### config.mk
export PLATFORM = sky130hd
export DESIGN_NAME = adsp_core
export DESIGN_NICKNAME = d
export VERILOG_FILES = /design/src/adsp_pkg.sv /design/src/adsp_fifo.sv /design/src/adsp_core.sv
export VERILOG_INCLUDE_DIRS = /design/src
export SDC_FILE = /design/constraint.sdc
export NUM_CORES = 1
export LEC_CHECK = 0
export BUFFER_PORTS_ARGS = -buffer_cell sky130_fd_sc_hd__buf_2
export CELL_PAD_IN_SITES_DETAIL_PLACEMENT = 1
export CELL_PAD_IN_SITES_GLOBAL_PLACEMENT = 2
export CORE_ASPECT_RATIO = 1.2
export CORE_MARGIN = 10
export CORE_UTILIZATION = 50
export CTS_BUF_LIST = sky130_fd_sc_hd__clkbuf_16
export DETAILED_ROUTE_END_ITERATION = 7
export PLACE_DENSITY_LB_ADDON = 0.1
export SKIP_LAST_GASP = 1
export SYNTH_ARGS = -nofsm -noshare
export SYNTH_HDL_FRONTEND = slang
export SYNTH_SLANG_ARGS = --single-unit
export TNS_END_PERCENT = 1
### constraint.sdc
create_clock -name clk -period 8.3 [get_ports clk]
set_clock_uncertainty 0.15 [all_clocks]
set_input_delay 1.66 -clock clk [delete_from_list [all_inputs] [get_ports clk]]
set_output_delay 1.66 -clock clk [all_outputs]
set_load 0.02 [all_outputs]
### src/adsp_params.svh
`ifndef ADSP_PARAMS_SVH
`define ADSP_PARAMS_SVH
// ==========================================
// timing
`define ADSP_CONV_CYCLES 4'd14
`define ADSP_INT_DIV 4'd4
// ==========================================
// widths and reset values
`define ADSP_DATA_W 12
`define ADSP_CH_N 4
`define ADSP_MASK_RESET 4'hf
`define ADSP_FIFO_DEPTH 16
`endif

### src/adsp_pkg.sv
package adsp_pkg;
    // conversion sequencer states, gray along idle -> conv -> done
    typedef enum logic [1:0] {
        ADSP_IDLE = 2'b00,
        ADSP_CONV = 2'b01,
        ADSP_DONE = 2'b11
    } adsp_state_t;
    // one result word with its channel
    typedef struct packed {
        logic [1:0] chan;
        logic [11:0] data;
    } adsp_word_t;
endpackage : adsp_pkg

### src/adsp_fifo.sv
`timescale 1ns/100ps
// ==========================================
// result fifo
module adsp_fifo #(
    parameter int WIDTH = 14,
    parameter int DEPTH = 16
) (
    // clock and reset
    input wire logic clk,
    input wire logic rst,
    // write side
    input wire logic [WIDTH-1:0] in_data,
    input wire logic in_valid,
    output logic in_ready,
    // read side
    output logic [WIDTH-1:0] out_data,
    output logic out_valid,
    input wire logic out_ready
);
    localparam int AW = $clog2(DEPTH);
    logic [WIDTH-1:0] mem [DEPTH];  // storage
    logic [AW:0] wp;  // write pointer with wrap bit
    logic [AW:0] rp;  // read pointer with wrap bit
    wire do_wr = in_valid && in_ready;
    wire do_rd = out_valid && out_ready;
    assign in_ready = (wp - rp) != (AW+1)'(DEPTH);
    assign out_valid = wp != rp;
    assign out_data = mem[rp[AW-1:0]];
    // pointers
    always_ff @(posedge clk or posedge rst) begin
        if (rst) begin
            wp <= '0;
            rp <= '0;
        end else begin
            if (do_wr) wp <= wp + 1'b1;
            if (do_rd) rp <= rp + 1'b1;
        end
    end
    // storage write, no reset needed
    always_ff @(posedge clk) begin
        if (do_wr) mem[wp[AW-1:0]] <= in_data;
    end
endmodule : adsp_fifo

### src/adsp_core.sv
`timescale 1ns/100ps
`include "adsp_params.svh"
// Summary of operation
// - sequence from pins or mask register
// - standby_n low halts conversion activity
// - master clock internal or external select
// - each conversion takes fourteen master clocks
// - bit 11 is result msb
// - parameter picks twos complement or binary
// - low nibble bidirectional, upper output only
// - mask bit n enables channel n+1
// - end pulse low after every conversion
// - conv_start rise latches selection, starts
// - busy high until all selected channels done
// - write rise with cs low loads mask
// - outputs enabled only with rd, cs low
module adsp_core #(
    parameter bit BIPOLAR = 1'b1
) (
    // clock and reset
    input wire logic clk,
    input wire logic rst,
    // control pins
    input wire logic conv_start,
    input wire logic sequence_source_select,
    input wire logic [3:0] hw_channel_pins,
    input wire logic standby_n,
    input wire logic clock_source_select,
    input wire logic ext_conv_clock,
    // host strobes
    input wire logic cs_n,
    input wire logic rd_n,
    input wire logic wr_n,
    // analog front-end sample, straight binary from the converter array
    input wire logic [11:0] sar_code,
    // data bus
    output logic [5:0] result_bus_high,
    output logic [1:0] result_bus_mid,
    input wire logic [3:0] result_bus_low_bidir_in,
    output logic [3:0] result_bus_low_bidir_out,
    output logic [3:0] result_bus_low_bidir_oe,
    output logic data_oe,
    // status
    output logic busy,
    output logic eoc_n,
    output logic standby_active
);
    // ==========================================
    // pin history and edges
    logic conv_d, wr_d, ext_d;
    logic [3:0] channel_enable_mask;
    logic [3:0] seq_mask;  // latched selection for this sequence
    logic [3:0] int_div;
    logic [3:0] cyc;  // master clocks within a conversion
    logic [1:0] chan;
    adsp_pkg::adsp_state_t state, next_state;
    wire conv_rise = conv_start && !conv_d;
    wire wr_rise = wr_n && !wr_d;
    wire ext_rise = ext_conv_clock && !ext_d;
    wire int_tick = int_div == `ADSP_INT_DIV - 4'd1;
    // external clock duty is the system's duty; edges only are used
    wire mclk_en = clock_source_select ? ext_rise : int_tick;
    wire [3:0] sel_src = sequence_source_select ? channel_enable_mask : hw_channel_pins;
    wire chan_on = seq_mask[chan];
    wire conv_last = mclk_en && cyc == `ADSP_CONV_CYCLES - 4'd1;
    wire [3:0] later = seq_mask & ~((4'd2 << chan) - 4'd1);
    wire more = |later;
    wire read_en = !cs_n && !rd_n;
    // pop the head only once the read has ended, so the word stands for the whole read
    wire rd_done = data_oe && !read_en;
    // ==========================================
    // result coding and fifo
    wire [11:0] coded = BIPOLAR ? {~sar_code[11], sar_code[10:0]} : sar_code;
    adsp_pkg::adsp_word_t wr_word, rd_word;
    logic fifo_valid, fifo_in_ready;
    assign wr_word = '{chan: chan, data: coded};
    wire push = state == adsp_pkg::ADSP_CONV && chan_on && conv_last;
    adsp_fifo #(.WIDTH(14), .DEPTH(`ADSP_FIFO_DEPTH)) u_fifo (
        .clk(clk),
        .rst(rst),
        .in_data(wr_word),
        .in_valid(push),
        .in_ready(fifo_in_ready),
        .out_data(rd_word),
        .out_valid(fifo_valid),
        .out_ready(rd_done)
    );
    // ==========================================
    // sequencer next state
    always_comb begin
        next_state = state;
        case (state)
            adsp_pkg::ADSP_IDLE: begin
                if (conv_rise && standby_n && |sel_src) next_state = adsp_pkg::ADSP_CONV;
            end
            adsp_pkg::ADSP_CONV: begin
                if (!standby_n) next_state = adsp_pkg::ADSP_IDLE;
                else if (conv_last && !more) next_state = adsp_pkg::ADSP_DONE;
            end
            adsp_pkg::ADSP_DONE: next_state = adsp_pkg::ADSP_IDLE;
            default: next_state = adsp_pkg::ADSP_IDLE;
        endcase
    end
    // ==========================================
    // edge history and divider
    always_ff @(posedge clk or posedge rst) begin
        if (rst) begin
            conv_d <= 1'b0;
            wr_d <= 1'b1;
            ext_d <= 1'b0;
            int_div <= 4'h0;
        end else begin
            conv_d <= conv_start;
            wr_d <= wr_n;
            ext_d <= ext_conv_clock;
            int_div <= (int_tick || !standby_n) ? 4'h0 : int_div + 4'h1;
        end
    end
    // mask register, write on rising strobe with cs low and rd high
    always_ff @(posedge clk or posedge rst) begin
        if (rst) channel_enable_mask <= `ADSP_MASK_RESET;
        else if (wr_rise && !cs_n && rd_n) channel_enable_mask <= result_bus_low_bidir_in;
    end
    // sequence state, channel and cycle counters
    always_ff @(posedge clk or posedge rst) begin
        if (rst) begin
            state <= adsp_pkg::ADSP_IDLE;
            seq_mask <= 4'h0;
            chan <= 2'd0;
            cyc <= 4'h0;
        end else begin
            state <= next_state;
            if (state == adsp_pkg::ADSP_IDLE && conv_rise) begin
                seq_mask <= sel_src;
                chan <= 2'd0;
                cyc <= 4'h0;
            end else if (state == adsp_pkg::ADSP_CONV && !chan_on) begin
                chan <= chan + 2'd1;  // skip unselected channel
            end else if (state == adsp_pkg::ADSP_CONV && mclk_en) begin
                cyc <= conv_last ? 4'h0 : cyc + 4'h1;
                if (conv_last) chan <= chan + 2'd1;
            end
        end
    end
    // status outputs
    always_ff @(posedge clk or posedge rst) begin
        if (rst) begin
            busy <= 1'b0;
            eoc_n <= 1'b1;
            standby_active <= 1'b0;
        end else begin
            busy <= next_state == adsp_pkg::ADSP_CONV;
            eoc_n <= !push;
            standby_active <= !standby_n;
        end
    end
    // read port: output word registered, bus drives only during read
    always_ff @(posedge clk or posedge rst) begin
        if (rst) begin
            result_bus_high <= 6'h00;
            result_bus_mid <= 2'h0;
            result_bus_low_bidir_out <= 4'h0;
            result_bus_low_bidir_oe <= 4'h0;
            data_oe <= 1'b0;
        end else begin
            result_bus_high <= rd_word.data[11:6];
            result_bus_mid <= rd_word.data[5:4];
            result_bus_low_bidir_out <= rd_word.data[3:0];
            result_bus_low_bidir_oe <= {4{read_en}};
            data_oe <= read_en;
        end
    end
    // ==========================================
    // checks
    // system clocks spent in the current conversion, counted apart from the sequencer
    logic [6:0] conv_clks;
    always_ff @(posedge clk or posedge rst) begin
        if (rst) conv_clks <= 7'h00;
        else if (push || state != adsp_pkg::ADSP_CONV) conv_clks <= 7'h00;
        else conv_clks <= conv_clks + 7'h01;
    end
    a_busy_falls: assert property (@(posedge clk) disable iff (rst)
        (state == adsp_pkg::ADSP_CONV && conv_last && !more && standby_n) |=> ##1 !busy)
        else $error("busy did not fall after last conversion");
    a_eoc_pulse: assert property (@(posedge clk) disable iff (rst)
        push |=> !eoc_n ##1 eoc_n)
        else $error("end pulse not one cycle");
    // fourteen ticks of four clocks; the first one also carries divider phase and channel skips
    a_conv_len: assert property (@(posedge clk) disable iff (rst)
        (push && !clock_source_select) |-> (conv_clks >= 7'd52 && conv_clks <= 7'd58))
        else $error("conversion length wrong");
    a_mask_load: assert property (@(posedge clk) disable iff (rst)
        (wr_rise && !cs_n && rd_n) |=> channel_enable_mask == $past(result_bus_low_bidir_in))
        else $error("mask not loaded");
    a_bus_read: assert property (@(posedge clk) disable iff (rst)
        ##1 (data_oe == $past(!cs_n && !rd_n)))
        else $error("bus enable mismatch");
    a_low_oe: assert property (@(posedge clk) disable iff (rst)
        result_bus_low_bidir_oe == {4{data_oe}})
        else $error("low nibble enable mismatch");
    a_seq_latch: assert property (@(posedge clk) disable iff (rst)
        (state == adsp_pkg::ADSP_IDLE && conv_rise) |=> seq_mask == $past(sel_src))
        else $error("selection not latched");
    a_standby_stop: assert property (@(posedge clk) disable iff (rst)
        !standby_n |=> (state == adsp_pkg::ADSP_IDLE && !busy))
        else $error("standby did not stop");
    a_start_busy: assert property (@(posedge clk) disable iff (rst)
        (state == adsp_pkg::ADSP_IDLE && conv_rise && standby_n && |sel_src) |=> busy)
        else $error("busy not raised");
endmodule : adsp_core

==> out/qor.csv, run 1 <==
stage;metric;value;unit
power_and_ir_drop;p_leak;3.85;nW
yosys;synthMuxAreaShare;12.5;%
placed_design;dp_slack;3.33;ns
detailed_routing;remaining_drc_errors;0;
floorplan;fp.dieH;173;um
clocking;cts.clk_slew.worst_paths;0.06;ns
clocking;cts_setup_buffers;0;
yosys;post_synth_fa_ha_maj_area_fraction;1.93;%
timing;slew_headroom;12.7;%
yosys;ys.flop_type;edfxtp_1;
setup_path;r2r_start;u_fifo.rp[3]$_DFFE_PP0P_;
floorplan;die_area;25500;um2
setup_path;critPathMaxStageDelay;1.08;ns
setup_path;cp_top_family;simple AND/OR/NAND/NOR gates;
clocking;insertion_delay;0.52;ns
detailed_routing;post_drt_wl_per_cell;26.9;um
timing;finalSetupViolations;0;
placed_design;portBuffers;49;
detailed_routing;wirelength;23400;um
setup_path;critPathKind;in2reg;
timing;rsz0062_at_grt;false;
setup_path;worst-path-max-fanout;17;
setup_path;worst_ep_required_time;8.27;ns
yosys;synthSimpleGateAreaFrac;7.78;%
power_and_ir_drop;vdd_drop_max;0.189;mV
global_route;globalRouteOverflowTotal;0;
setup_path;startpoint;clock_source_select;
detailed_routing;dr_total_vias;5125;
finish;fill_cells;1734;
global_route;grt_pass1_vias;5569;
finish;finalNonFillerCells;871;
global_route;grt_usage;18.4;%
worst_hold_path;hold_depth;1;
floorplan;core_area;19000;um2
timing;period_share;52.6;%
detailed_routing;dr.pass1.iters;5;
timing;drv_slew;0;
setup_path;crit_path_start_kind;primary input;
timing;setup_tns;0;ns
setup_path;worst-path-buf-inv;2;
clocking;cts.sinks;241;
yosys;ys_async_sr_fraction;20.3;%
yosys;synth_top_family_by_area;multiplexers;
yosys;netlist_instances;546;
setup_path;end_kind;flip-flop;
floorplan;start_util;51.2;%
worst_hold_path;min_from;int_div[0]$_DFF_PP0_;
setup_path;cp_num_cells;7;
yosys;synth_xor_area_share;1.31;%
setup_path;r2r_cells;8;
finish;fin_util;57.6;%
yosys;ys_warn_count;0;
yosys;synthesis.nets;591;
yosys;ys_seq_area_share;72.0;%
placed_design;place.detailed.instances;827;
placed_design;hpwl;15300;um
timing;fmax;229;MHz
power_and_ir_drop;powerDensity;299;nW/um2
global_route;antenna_found_initial;1;
finish;fin_nets;642;
timing;worstMarginPinSlew;1.31;ns
floorplan;fp.dieW;147;um
detailed_routing;drtAntennaViolNets;0;
setup_path;crit_slowest_cell;nor4b_2;
clocking;cts_tree;yes;
timing;finalHoldViolCount;0;
floorplan;rows;55;
finish;layout-drive-gt1-share;27.0;%
finish;area_growth;12.4;%
clocking;h-tree-depth;1;
yosys;avgSynthCellArea;17.8;um2
clocking;hold_buffers;0;
clocking;clock_path_buffers;3;
floorplan;io_pins;50;
timing;worst_slack;3.93;ns
detailed_routing;viasPerCell;5.88;
clocking;root_buffer;clkbuf_16;
timing;period_needed;4.37;ns
placed_design;gp_congestion;0.834;
yosys;synth-seq-cells;241;
clocking;postCtsResizedCells;0;
global_route;grt_pass1_wl;35500;um
worst_hold_path;hp-class;reg2reg;
power_and_ir_drop;p_total;3.27;mW
detailed_routing;drt_iter0_drc;476;
global_route;grt_max_degree;53;
job;max_cap_viol_count;0;
clocking;numCtsBuffers;24;
yosys;synthesis.area;9730;um2
yosys;synth_compound_area_share;2.43;%
run_status;outcome;complete, no violations;
yosys;ys_types;49;
yosys;synth_edf_count;192;
setup_path;cp.arrival;4.34;ns
setup_path;path_cells;buf_2 > or4b_4 > a21oi_4 > nand4b_4 > or3_1 > buf_4 > nor4b_2;
==> per-stage QoR <==
stage	hold slack, ns	area (um2)
after floorplan	0.278	9730
after global placement	0.295	10200
after detailed placement	0.308	10200
after CTS	0.316	10900
after global routing	0.349	10900
final	0.311	10900
==> cell usage after synthesis, types with 4 or more instances <==
cell type / count / share of area [%]
a21oi_1: 10 / 0.51
a31oi_1: 12 / 0.77
and3_1: 13 / 0.84
buf_2: 5 / 0.26
buf_4: 4 / 0.31
clkbuf_1: 16 / 0.62
dfrtp_1: 43 / 11
dfstp_2: 6 / 1.6
edfxtp_1: 192 / 59
ha_1: 15 / 1.9
inv_1: 15 / 0.58
mux2_2: 4 / 0.46
mux2i_1: 5 / 0.51
mux4_2: 49 / 11
nand2_1: 64 / 2.5
nand3_1: 9 / 0.46
nor2_1: 15 / 0.58
nor3_2: 6 / 0.62
nor4b_2: 5 / 0.77
or4_1: 4 / 0.31
xnor2_1: 6 / 0.54
xor2_1: 6 / 0.54
==> power by group <==
| part | internal (mW) | switching, mW | total (mW) | leakage [nW] |
|---|---|---|---|---|
| logic | 0.347 | 0.417 | 0.765 | 1.15 |
| clock network | 0.573 | 0.438 | 1.01 | 0.380 |
| registers | 1.37 | 0.122 | 1.50 | 2.32 |
==> final cells by class <==
class,instances,area (um2),share of cell area [%]
clock inverter,18,108,0.984
clock buffer,25,626,5.72
tap,256,320,2.93
sequential,241,7000,64.1
inverter,15,56.3,0.515
timing repair buffer,55,290,2.66
multi-input combinational,260,2530,23.1
antenna,1,2.50,0.0229
==> per-layer routing <==
layer | wire length (um) | global-route usage (%)
met5 | 0 | 0
met4 | 542 | 5.09
met1 | 10000 | 25.1
met3 | 1310 | 3.55
met2 | 11600 | 29.4
==> sequential cells by signal, indices dropped and copies added, names as in the netlist, 2 cells and up <==
register and cells:
result_bus_mid 2, seq_mask 4, u_fifo.rp 5, result_bus_low_bidir_out 4, u_fifo.mem 192, u_fifo.wp 5
result_bus_high 6, state 2, chan 2, cyc 4, int_div 4, channel_enable_mask 4
==> final timing paths <==
| kind | end | slack (ns) |
|---|---|---|
| setup / recovery | u_fifo.mem[3][4]$_DFFE_PP_ | 3.93 |
| hold / removal | int_div[0]$_DFF_PP0_ | 0.31 |
| setup reg to reg | u_fifo.mem[3][4]$_DFFE_PP_ | 4.09 |
| hold reg to reg | int_div[0]$_DFF_PP0_ | 0.31 |
| max in group asynchronous | u_fifo.rp[0]$_DFFE_PP0P_ | 5.96 |
| min in group asynchronous | cyc[0]$_DFFE_PP0P_ | 1.27 |
==> placed cells by master (no fill, tap or decap), types with 4 or more instances in the layout <==
cell | netlist | routed
a21oi_1 | 10 | 10
a31oi_1 | 12 | 12
and3_1 | 13 | 13
buf_2 | 5 | 49
buf_4 | 4 | 6
clkbuf_16 | 0 | 25
clkinv_1 | 0 | 4
clkinv_2 | 0 | 5
dfrtp_1 | 43 | 42
dfstp_2 | 6 | 6
edfxtp_1 | 192 | 192
ha_1 | 15 | 15
inv_1 | 15 | 20
mux2_2 | 4 | 4
mux2i_1 | 5 | 5
mux4_2 | 49 | 49
nand2_1 | 64 | 64
nand3_1 | 9 | 9
nor2_1 | 15 | 15
nor3_2 | 6 | 7
nor4b_2 | 5 | 5
or4_1 | 4 | 4
xnor2_1 | 6 | 6
xor2_1 | 6 | 6
==> cell families (layout without fill, tap and decap cells) <==
| logic type | after synthesis | after routing |
|---|---|---|
| flops | 241 | 241 |
| simple gates | 137 | 137 |
| compound gates | 36 | 36 |
| other cells | 0 | 1 |
| mux | 59 | 59 |
| buf+inv | 45 | 113 |
| fa+ha+maj | 15 | 15 |
| xor+xnor | 13 | 13 |
No activity file was read; power rests on OpenSTA's default activity.
==> inputs of run 2 (changes only) <==
--- a/config.mk
+++ b/config.mk
@@ -6,12 +6,13 @@
 export SDC_FILE = /design/constraint.sdc
 export NUM_CORES = 1
 export LEC_CHECK = 0
+export ABC_AREA = 1
 export BUFFER_PORTS_ARGS = -buffer_cell sky130_fd_sc_hd__buf_2
 export CELL_PAD_IN_SITES_DETAIL_PLACEMENT = 1
 export CELL_PAD_IN_SITES_GLOBAL_PLACEMENT = 2
 export CORE_ASPECT_RATIO = 1.2
 export CORE_MARGIN = 10
-export CORE_UTILIZATION = 50
+export CORE_UTILIZATION = 38
 export CTS_BUF_LIST = sky130_fd_sc_hd__clkbuf_16
 export DETAILED_ROUTE_END_ITERATION = 7
 export PLACE_DENSITY_LB_ADDON = 0.1
==> constraint.sdc (replaced) <==
create_clock -name clk -period 3.7 [get_ports clk]
set_clock_uncertainty 0.15 [all_clocks]
set_input_delay 0.74 -clock clk [delete_from_list [all_inputs] [get_ports clk]]
set_output_delay 0.74 -clock clk [all_outputs]
set_load 0.02 [all_outputs]
==> run 2 against run 1 <==
  * Power is 150% higher
  * Worst setup slack worse by 3.1 ns
  * Worst hold slack worse by 0.16 ns
  * Critical path depth is 5 higher
  * Sequential power is 110% higher
  * Clock power grew to 2.6 times the previous value
  * Synthesized area is 2.5% higher
==> out/qor.csv, run 2 <==
stage;metric;value;unit;change
worst_hold_path;hp-class;in2reg;;
yosys;yosysMostFrequentCell;edfxtp_1;;
yosys;synth-seq-cells;241;;unchanged
finish;fin_nets;945;;+47%
setup_path;worst-path-max-fanout;10;;-7
floorplan;core_area;25700;um2;+35%
floorplan;rows;64;;+16%
yosys;synthesis.nets;878;;+49%
timing;drv_slew;0;;unchanged
timing;rsz0062_at_grt;false;;
setup_path;cp_top_family;simple AND/OR/NAND/NOR gates;;
clocking;clock_path_buffers;3;;unchanged
finish;seq_area;7000;um2;about the same
finish;diodes;0;;-1
clocking;postCtsResizedCells;0;;unchanged
timing;slew_headroom;41.0;%;+28 points
timing;period_share;78.5;%;
finish;finalNonFillerCells;1250;;+44%
clocking;root_buffer;clkbuf_16;;
timing;finalSetupViolations;0;;unchanged
global_route;antenna_found_initial;0;;-1
timing;worstMarginPinSlew;0.885;ns;-0.421 ns
finish;layout_common_cells;edfxtp_1, nor2_1, o21ai_0, nand2_1, buf_2;;
timing;hold_ws;0.154;ns;-0.157 ns
yosys;synthesis.area;9970;um2;+2.5%
timing;fmax;344;MHz;
finish;largest_register_ffs;192;;unchanged
yosys;synth_top_area_share;57.8;%;-1.4 points
setup_path;crit_path_start_kind;flip-flop;;
detailed_routing;drt_iter0_drc;365;;-23%
setup_path;worst_ep_required_time;3.79;ns;-4.48 ns
clocking;insertion_delay;0.54;ns;+0.02 ns
finish;multi_input_area;2580;um2;+2.3%
setup_path;critPathMaxStageDelay;0.45;ns;-0.63 ns
run_status;outcome;complete, no violations;;
yosys;synth.area.top_cells;edfxtp_1, dfrtp_1, nor2_1;;
yosys;ys_seq_area_share;70.2;%;-1.7 points
power_and_ir_drop;p_leak;4.32;nW;+12%
placed_design;place.detailed.instances;1202;;+45%
floorplan;fp.dieW;168;um;+14%
detailed_routing;dr.pass1.iters;4;;-1
clocking;cts.sinks;241;;unchanged
finish;area_growth;15.9;%;
detailed_routing;remaining_drc_errors;0;;unchanged
floorplan;io_pins;50;;unchanged
global_route;grt_max_degree;85;;+60%
placed_design;dp_slack;0.802;ns;-2.53 ns
detailed_routing;wirelength;26100;um;+11%
timing;worst_slack;0.794;ns;-3.14 ns
detailed_routing;drtAntennaViolNets;0;;unchanged
setup_path;end_kind;flip-flop;;
job;max_cap_viol_count;0;;unchanged
yosys;ys_warn_count;0;;unchanged
timing;setup_tns;0;ns;unchanged
placed_design;portBuffers;49;;unchanged
clocking;h-tree-depth;1;;unchanged
yosys;ys.flop_type;edfxtp_1;;
floorplan;die_area;33100;um2;+30%
detailed_routing;dr_total_vias;6516;;+27%
setup_path;critPathKind;reg2reg;;
setup_path;worst-path-buf-inv;4;;+2
power_and_ir_drop;vdd_drop_max;0.365;mV;+93%
timing;period_needed;2.91;ns;
setup_path;crit_slowest_cell;ha_1;;
yosys;avgSynthCellArea;12.0;um2;-33%
yosys;ys_async_sr_fraction;20.3;%;unchanged
clocking;numCtsBuffers;26;;+8.3%
clocking;cts.clk_slew.worst_paths;0.06;ns;about the same
power_and_ir_drop;powerDensity;706;nW/um2;+140%
detailed_routing;viasPerCell;5.21;;-11%
yosys;ys_types;35;;-29%
finish;final_common_cell;edfxtp_1;;
detailed_routing;post_drt_wl_per_cell;20.9;um;-22%
global_route;grt_pass1_vias;7046;;+27%
floorplan;start_util;38.8;%;-12 points
timing;finalHoldViolCount;0;;unchanged
yosys;synth_common_cells;edfxtp_1, nor2_1, o21ai_0;;
global_route;globalRouteOverflowTotal;0;;unchanged
clocking;hold_buffers;0;;unchanged
global_route;grt_pass1_wl;41000;um;+16%
clocking;cts_tree;yes;;
yosys;yosys.area.top_type;edfxtp_1;;
floorplan;fp.dieH;197;um;+14%
placed_design;hpwl;17100;um;+11%
clocking;cts_setup_buffers;0;;unchanged
yosys;synth_edf_count;192;;unchanged
setup_path;cp.arrival;3.00;ns;-1.34 ns
yosys;netlist_instances;833;;+53%
finish;fill_cells;2737;;+58%
setup_path;path_cells;clkinv_1 > ha_1 > nand2_1 > inv_1 > nand2_1 > inv_1 > nor2_1 > nor2_4 > nand2_8 > nand3_4 > nor2_1 > buf_4;;
placed_design;gp_congestion;0.822;;-1.5%
global_route;grt_usage;15.5;%;-2.9 points
finish;layout-drive-gt1-share;16.7;%;-10 points
run 2: changes by cell type after synthesis, sizes merged, moves of 8 or more:
cell    delta
o22ai     +27
and3      -13
a31oi     -12
o211ai    +19
o21ai    +111
nand2     +27
buf        +8
nand3     +34
inv       +29
mux4      -49
nor2     +149
run 2: path summary, 6_finish.rpt:
kind / from / end / slack (ns) / cells after the start
max in group asynchronous: rst / u_fifo.rp[1]$_DFFE_PP0P_ / 2.66 / 3
worst min-delay path: wr_n / wr_d$_DFF_PP1_ / 0.15 / 1
worst min register to register: int_div[0]$_DFF_PP0_ / int_div[0]$_DFF_PP0_ / 0.31 / 1
min in group asynchronous: rst / u_fifo.rp[2]$_DFFE_PP0P_ / 0.24 / 3
worst max-delay path: u_fifo.rp[2]$_DFFE_PP0P_ / u_fifo.mem[4][1]$_DFFE_PP_ / 0.79 / 12
worst max register to register: u_fifo.rp[2]$_DFFE_PP0P_ / u_fifo.mem[4][1]$_DFFE_PP_ / 0.79 / 12
run 2: stage by stage:
stage / util (%) / total power [mW] / area [um2]
after floorplan: - / 4.83 / 9970
after global placement: 41.5 / 5.56 / 10700
after detailed placement: 41.5 / 5.62 / 10700
after CTS: 44.9 / 8.31 / 11500
after global routing: 44.9 / 8.68 / 11500
final: 44.9 / 8.15 / 11500
run 2: cell families (layout without fill, tap and decap cells):
group / Yosys count / count (layout) / share of synthesized area [%]
xor+xnor: 10 / 10 / 0.879
fa+ha+maj: 15 / 15 / 1.88
simple gates: 305 / 305 / 13.0
compound gates: 171 / 171 / 9.72
mux: 4 / 4 / 0.452
flops: 241 / 241 / 70.2
buf+inv: 87 / 174 / 3.84
run 2: area by class of cell:
cell class | instances | area share [%]
flip-flops and latches | 241 | 60.6
multi-input cells | 505 | 22.4
clock buffers | 26 | 5.63
repair buffers | 81 | 4.20
well taps | 330 | 3.58
clock inverters | 22 | 2.06
inverters | 45 | 1.51
run 2: where the power goes:
group | total (mW) | switching (mW) | internal [mW]
Combinational | 2.28 | 1.59 | 0.687
Clock | 2.65 | 1.08 | 1.57
Sequential | 3.22 | 0.126 | 3.09
Total | 8.15 | 2.80 | 5.35
run 2: routing by layer:
layer	part of all wire (%)	wire [um]	global-route usage [%]
met1	42	11000	18.8
met2	51	13400	28.1
met3	4.3	1130	2.47
met4	1.9	505	3.71
met5	0	0	0
run 2: worst reg2reg max path, cell delays in order (launching register included):
cell,delay [ns]
dfrtp_1,0.35
clkinv_1,0.33
ha_1,0.46
nand2_1,0.09
inv_1,0.06
nand2_1,0.10
inv_1,0.05
nor2_1,0.20
nor2_4,0.07
nand2_8,0.13
nand3_4,0.10
nor2_1,0.28
buf_4,0.23
==> inputs of run 3 (changes only) <==
--- a/config.mk
+++ b/config.mk
@@ -12,7 +12,7 @@
 export CELL_PAD_IN_SITES_GLOBAL_PLACEMENT = 2
 export CORE_ASPECT_RATIO = 1.2
 export CORE_MARGIN = 10
-export CORE_UTILIZATION = 38
+export CORE_UTILIZATION = 42
 export CTS_BUF_LIST = sky130_fd_sc_hd__clkbuf_16
 export DETAILED_ROUTE_END_ITERATION = 7
 export PLACE_DENSITY_LB_ADDON = 0.1
==> constraint.sdc (replaced) <==
create_clock -name clk -period 2.75 [get_ports clk]
set_clock_uncertainty 0.15 [all_clocks]
set_input_delay 0.55 -clock clk [delete_from_list [all_inputs] [get_ports clk]]
set_output_delay 0.55 -clock clk [all_outputs]
set_load 0.02 [all_outputs]
==> run 3 against run 2 <==
  * Power increased by 32%
  * Sequential power grew 33%
  * Combinational power grew 48%
  * Critical path type unchanged
  * Critical endpoint is now u_fifo.mem[2][6]$_DFFE_PP_
==> out/qor.csv, run 3 (synthesis gave the netlist of run 2 again) <==
stage;metric;value;unit;change
setup_path;setup.worst_path.end;u_fifo.mem[2][6]$_DFFE_PP_;;
clocking;postCtsResizedCells;0;;unchanged
placed_design;place_area;10700;um2;about the same
clocking;cts_setup_buffers;0;;unchanged
floorplan;die_area;30300;um2;-8.5%
setup_path;path_cells;ha_1 > nand2_1 > inv_1 > nand2_1 > inv_1 > nor2_1 > nor2_4 > nand2_8 > nand3_4 > nor2_1 > buf_4;;
placed_design;gp_congestion;0.820;;-0.18%
setup_path;worst_ep_required_time;2.80;ns;-0.99 ns
floorplan;rows;61;;-4.7%
power_and_ir_drop;powerDensity;940;nW/um2;+33%
power_and_ir_drop;p_leak;4.27;nW;-1.0%
finish;fin_nets;946;;+0.11%
timing;finalSetupViolations;0;;unchanged
setup_path;r2r_end;u_fifo.mem[2][6]$_DFFE_PP_;;
detailed_routing;dr_total_vias;6563;;+0.72%
timing;slew_headroom;51.1;%;+10 points
clocking;insertion_delay;0.52;ns;-0.02 ns
clocking;cts_tree;yes;;
setup_path;crit_slowest_cell;dfrtp_1;;
clocking;clock_path_buffers;3;;unchanged
floorplan;core_area;23300;um2;-9.4%
clocking;cts.clk_slew.worst_paths;0.06;ns;about the same
finish;area_growth;14.9;%;
detailed_routing;drtAntennaViolNets;0;;unchanged
clocking;hold_buffers;4;;+4
global_route;antenna_found_initial;0;;unchanged
detailed_routing;remaining_drc_errors;0;;unchanged
detailed_routing;dr.pass1.iters;4;;unchanged
floorplan;fp.dieH;189;um;-4.4%
clocking;numCtsBuffers;25;;-3.8%
setup_path;startpoint;u_fifo.wp[2]$_DFFE_PP0P_;;
timing;period_needed;2.42;ns;-0.481 ns
global_route;grt_max_degree;71;;-16%
floorplan;io_pins;50;;unchanged
finish;final_common_cell;edfxtp_1;;
setup_path;r2r_cells;11;;-1
finish;diodes;0;;unchanged
finish;largest_register_ffs;192;;unchanged
detailed_routing;post_drt_wl_per_cell;21.8;um;+4.6%
clocking;h-tree-depth;1;;unchanged
placed_design;hpwl;18000;um;+5.7%
detailed_routing;drt_iter0_drc;527;;+44%
finish;final_area;11500;um2;-0.83%
timing;finalHoldViolCount;0;;unchanged
timing;fmax;412;MHz;+20%
run_status;outcome;complete, no violations;;
timing;rsz0062_at_grt;false;;
setup_path;cp.arrival;2.48;ns;-0.52 ns
setup_path;end_kind;flip-flop;;
timing;drv_slew;0;;unchanged
setup_path;r2r_start;u_fifo.wp[2]$_DFFE_PP0P_;;
setup_path;critPathKind;reg2reg;;
timing;worstMarginPinSlew;0.733;ns;-0.152 ns
detailed_routing;viasPerCell;5.32;;+2.0%
finish;layout-drive-gt1-share;15.9;%;-0.85 points
setup_path;critPathMaxStageDelay;0.48;ns;+0.03 ns
worst_hold_path;hp-class;in2reg;;
detailed_routing;wirelength;26900;um;+3.3%
finish;layout_common_cells;edfxtp_1, nor2_1, o21ai_0, nand2_1, buf_2;;
global_route;grt_pass1_wl;42000;um;+2.4%
floorplan;start_util;42.8;%;+4.0 points
job;max_cap_viol_count;0;;unchanged
clocking;cts.sinks;241;;unchanged
floorplan;fp.dieW;161;um;-4.3%
setup_path;r2r_setup_slack;0.33;ns;-0.47 ns
global_route;grt_pass1_vias;6983;;-0.89%
clocking;root_buffer;clkbuf_16;;
global_route;grt_usage;17.6;%;+2.1 points
setup_path;crit_path_start_kind;flip-flop;;
power_and_ir_drop;vdd_drop_max;0.617;mV;+69%
finish;fin_util;49.2;%;+4.3 points
timing;period_share;88.2;%;+9.6 points
global_route;globalRouteOverflowTotal;0;;unchanged
setup_path;worst-path-max-fanout;12;;+2
placed_design;portBuffers;49;;unchanged
==> run 3: worst max-delay path: cells and delay by family (launching register included) <==
kind,cells,cell delay (ns)
AND/OR/NAND/NOR,7,0.79
flip-flops,1,0.48
adder cells (fa/ha/maj),1,0.34
buffers and inverters,3,0.33
==> run 3: worst min path at each step <==
stage	start	to	slack, ns	cells past startpoint
floorplan	int_div[0]$_DFF_PP0_	int_div[0]$_DFF_PP0_	0.28	1
global placement	int_div[0]$_DFF_PP0_	int_div[0]$_DFF_PP0_	0.30	1
detailed placement	int_div[0]$_DFF_PP0_	int_div[0]$_DFF_PP0_	0.32	1
CTS	rd_n	data_oe$_DFF_PP0_	0.03	2
global route	rd_n	data_oe$_DFF_PP0_	0.04	2
finish	rd_n	data_oe$_DFF_PP0_	0.05	2
==> run 3: per-layer routing <==
| metal | vias up | share of wire, % | global-route usage, % |
|---|---|---|---|
| li1 | 3054 | - | - |
| met2 | 158 | 46 | 28.1 |
| met4 | 0 | 2.6 | 5.23 |
| met5 | - | 0 | 0 |
| met3 | 39 | 4.6 | 2.31 |
| met1 | 3312 | 46 | 24.5 |
==> run 3: cell type report <==
class / count / area (um2)
inverters: 45 / 174
clock buffers: 25 / 626
repair buffers: 83 / 548
well taps: 315 / 394
flip-flops and latches: 241 / 7000
multi-input cells: 505 / 2580
clock inverters: 20 / 123
fillers: 2431 / 11800
==> run 3: power breakdown <==
part / internal, mW / leakage, nW / switching (mW)
Clock: 1.74 / 0.393 / 1.36
Sequential: 4.16 / 2.33 / 0.131
Combinational: 1.02 / 1.55 / 2.34
Total: 6.93 / 4.27 / 3.84
==> run 3: stage by stage <==
step                setup TNS, ns  instances  worst slack, ns  hold WS, ns  total power [mW]
finish                          0       1234            0.325       0.0525              10.8
global route                    0       1234            0.173       0.0439              11.4
CTS                             0       1234            0.320       0.0325              10.9
detailed placement              0       1185            0.343        0.322              7.75
global placement                0       1185            0.408        0.296              7.68
floorplan                  -14.82        833          -0.0834        0.283              6.50
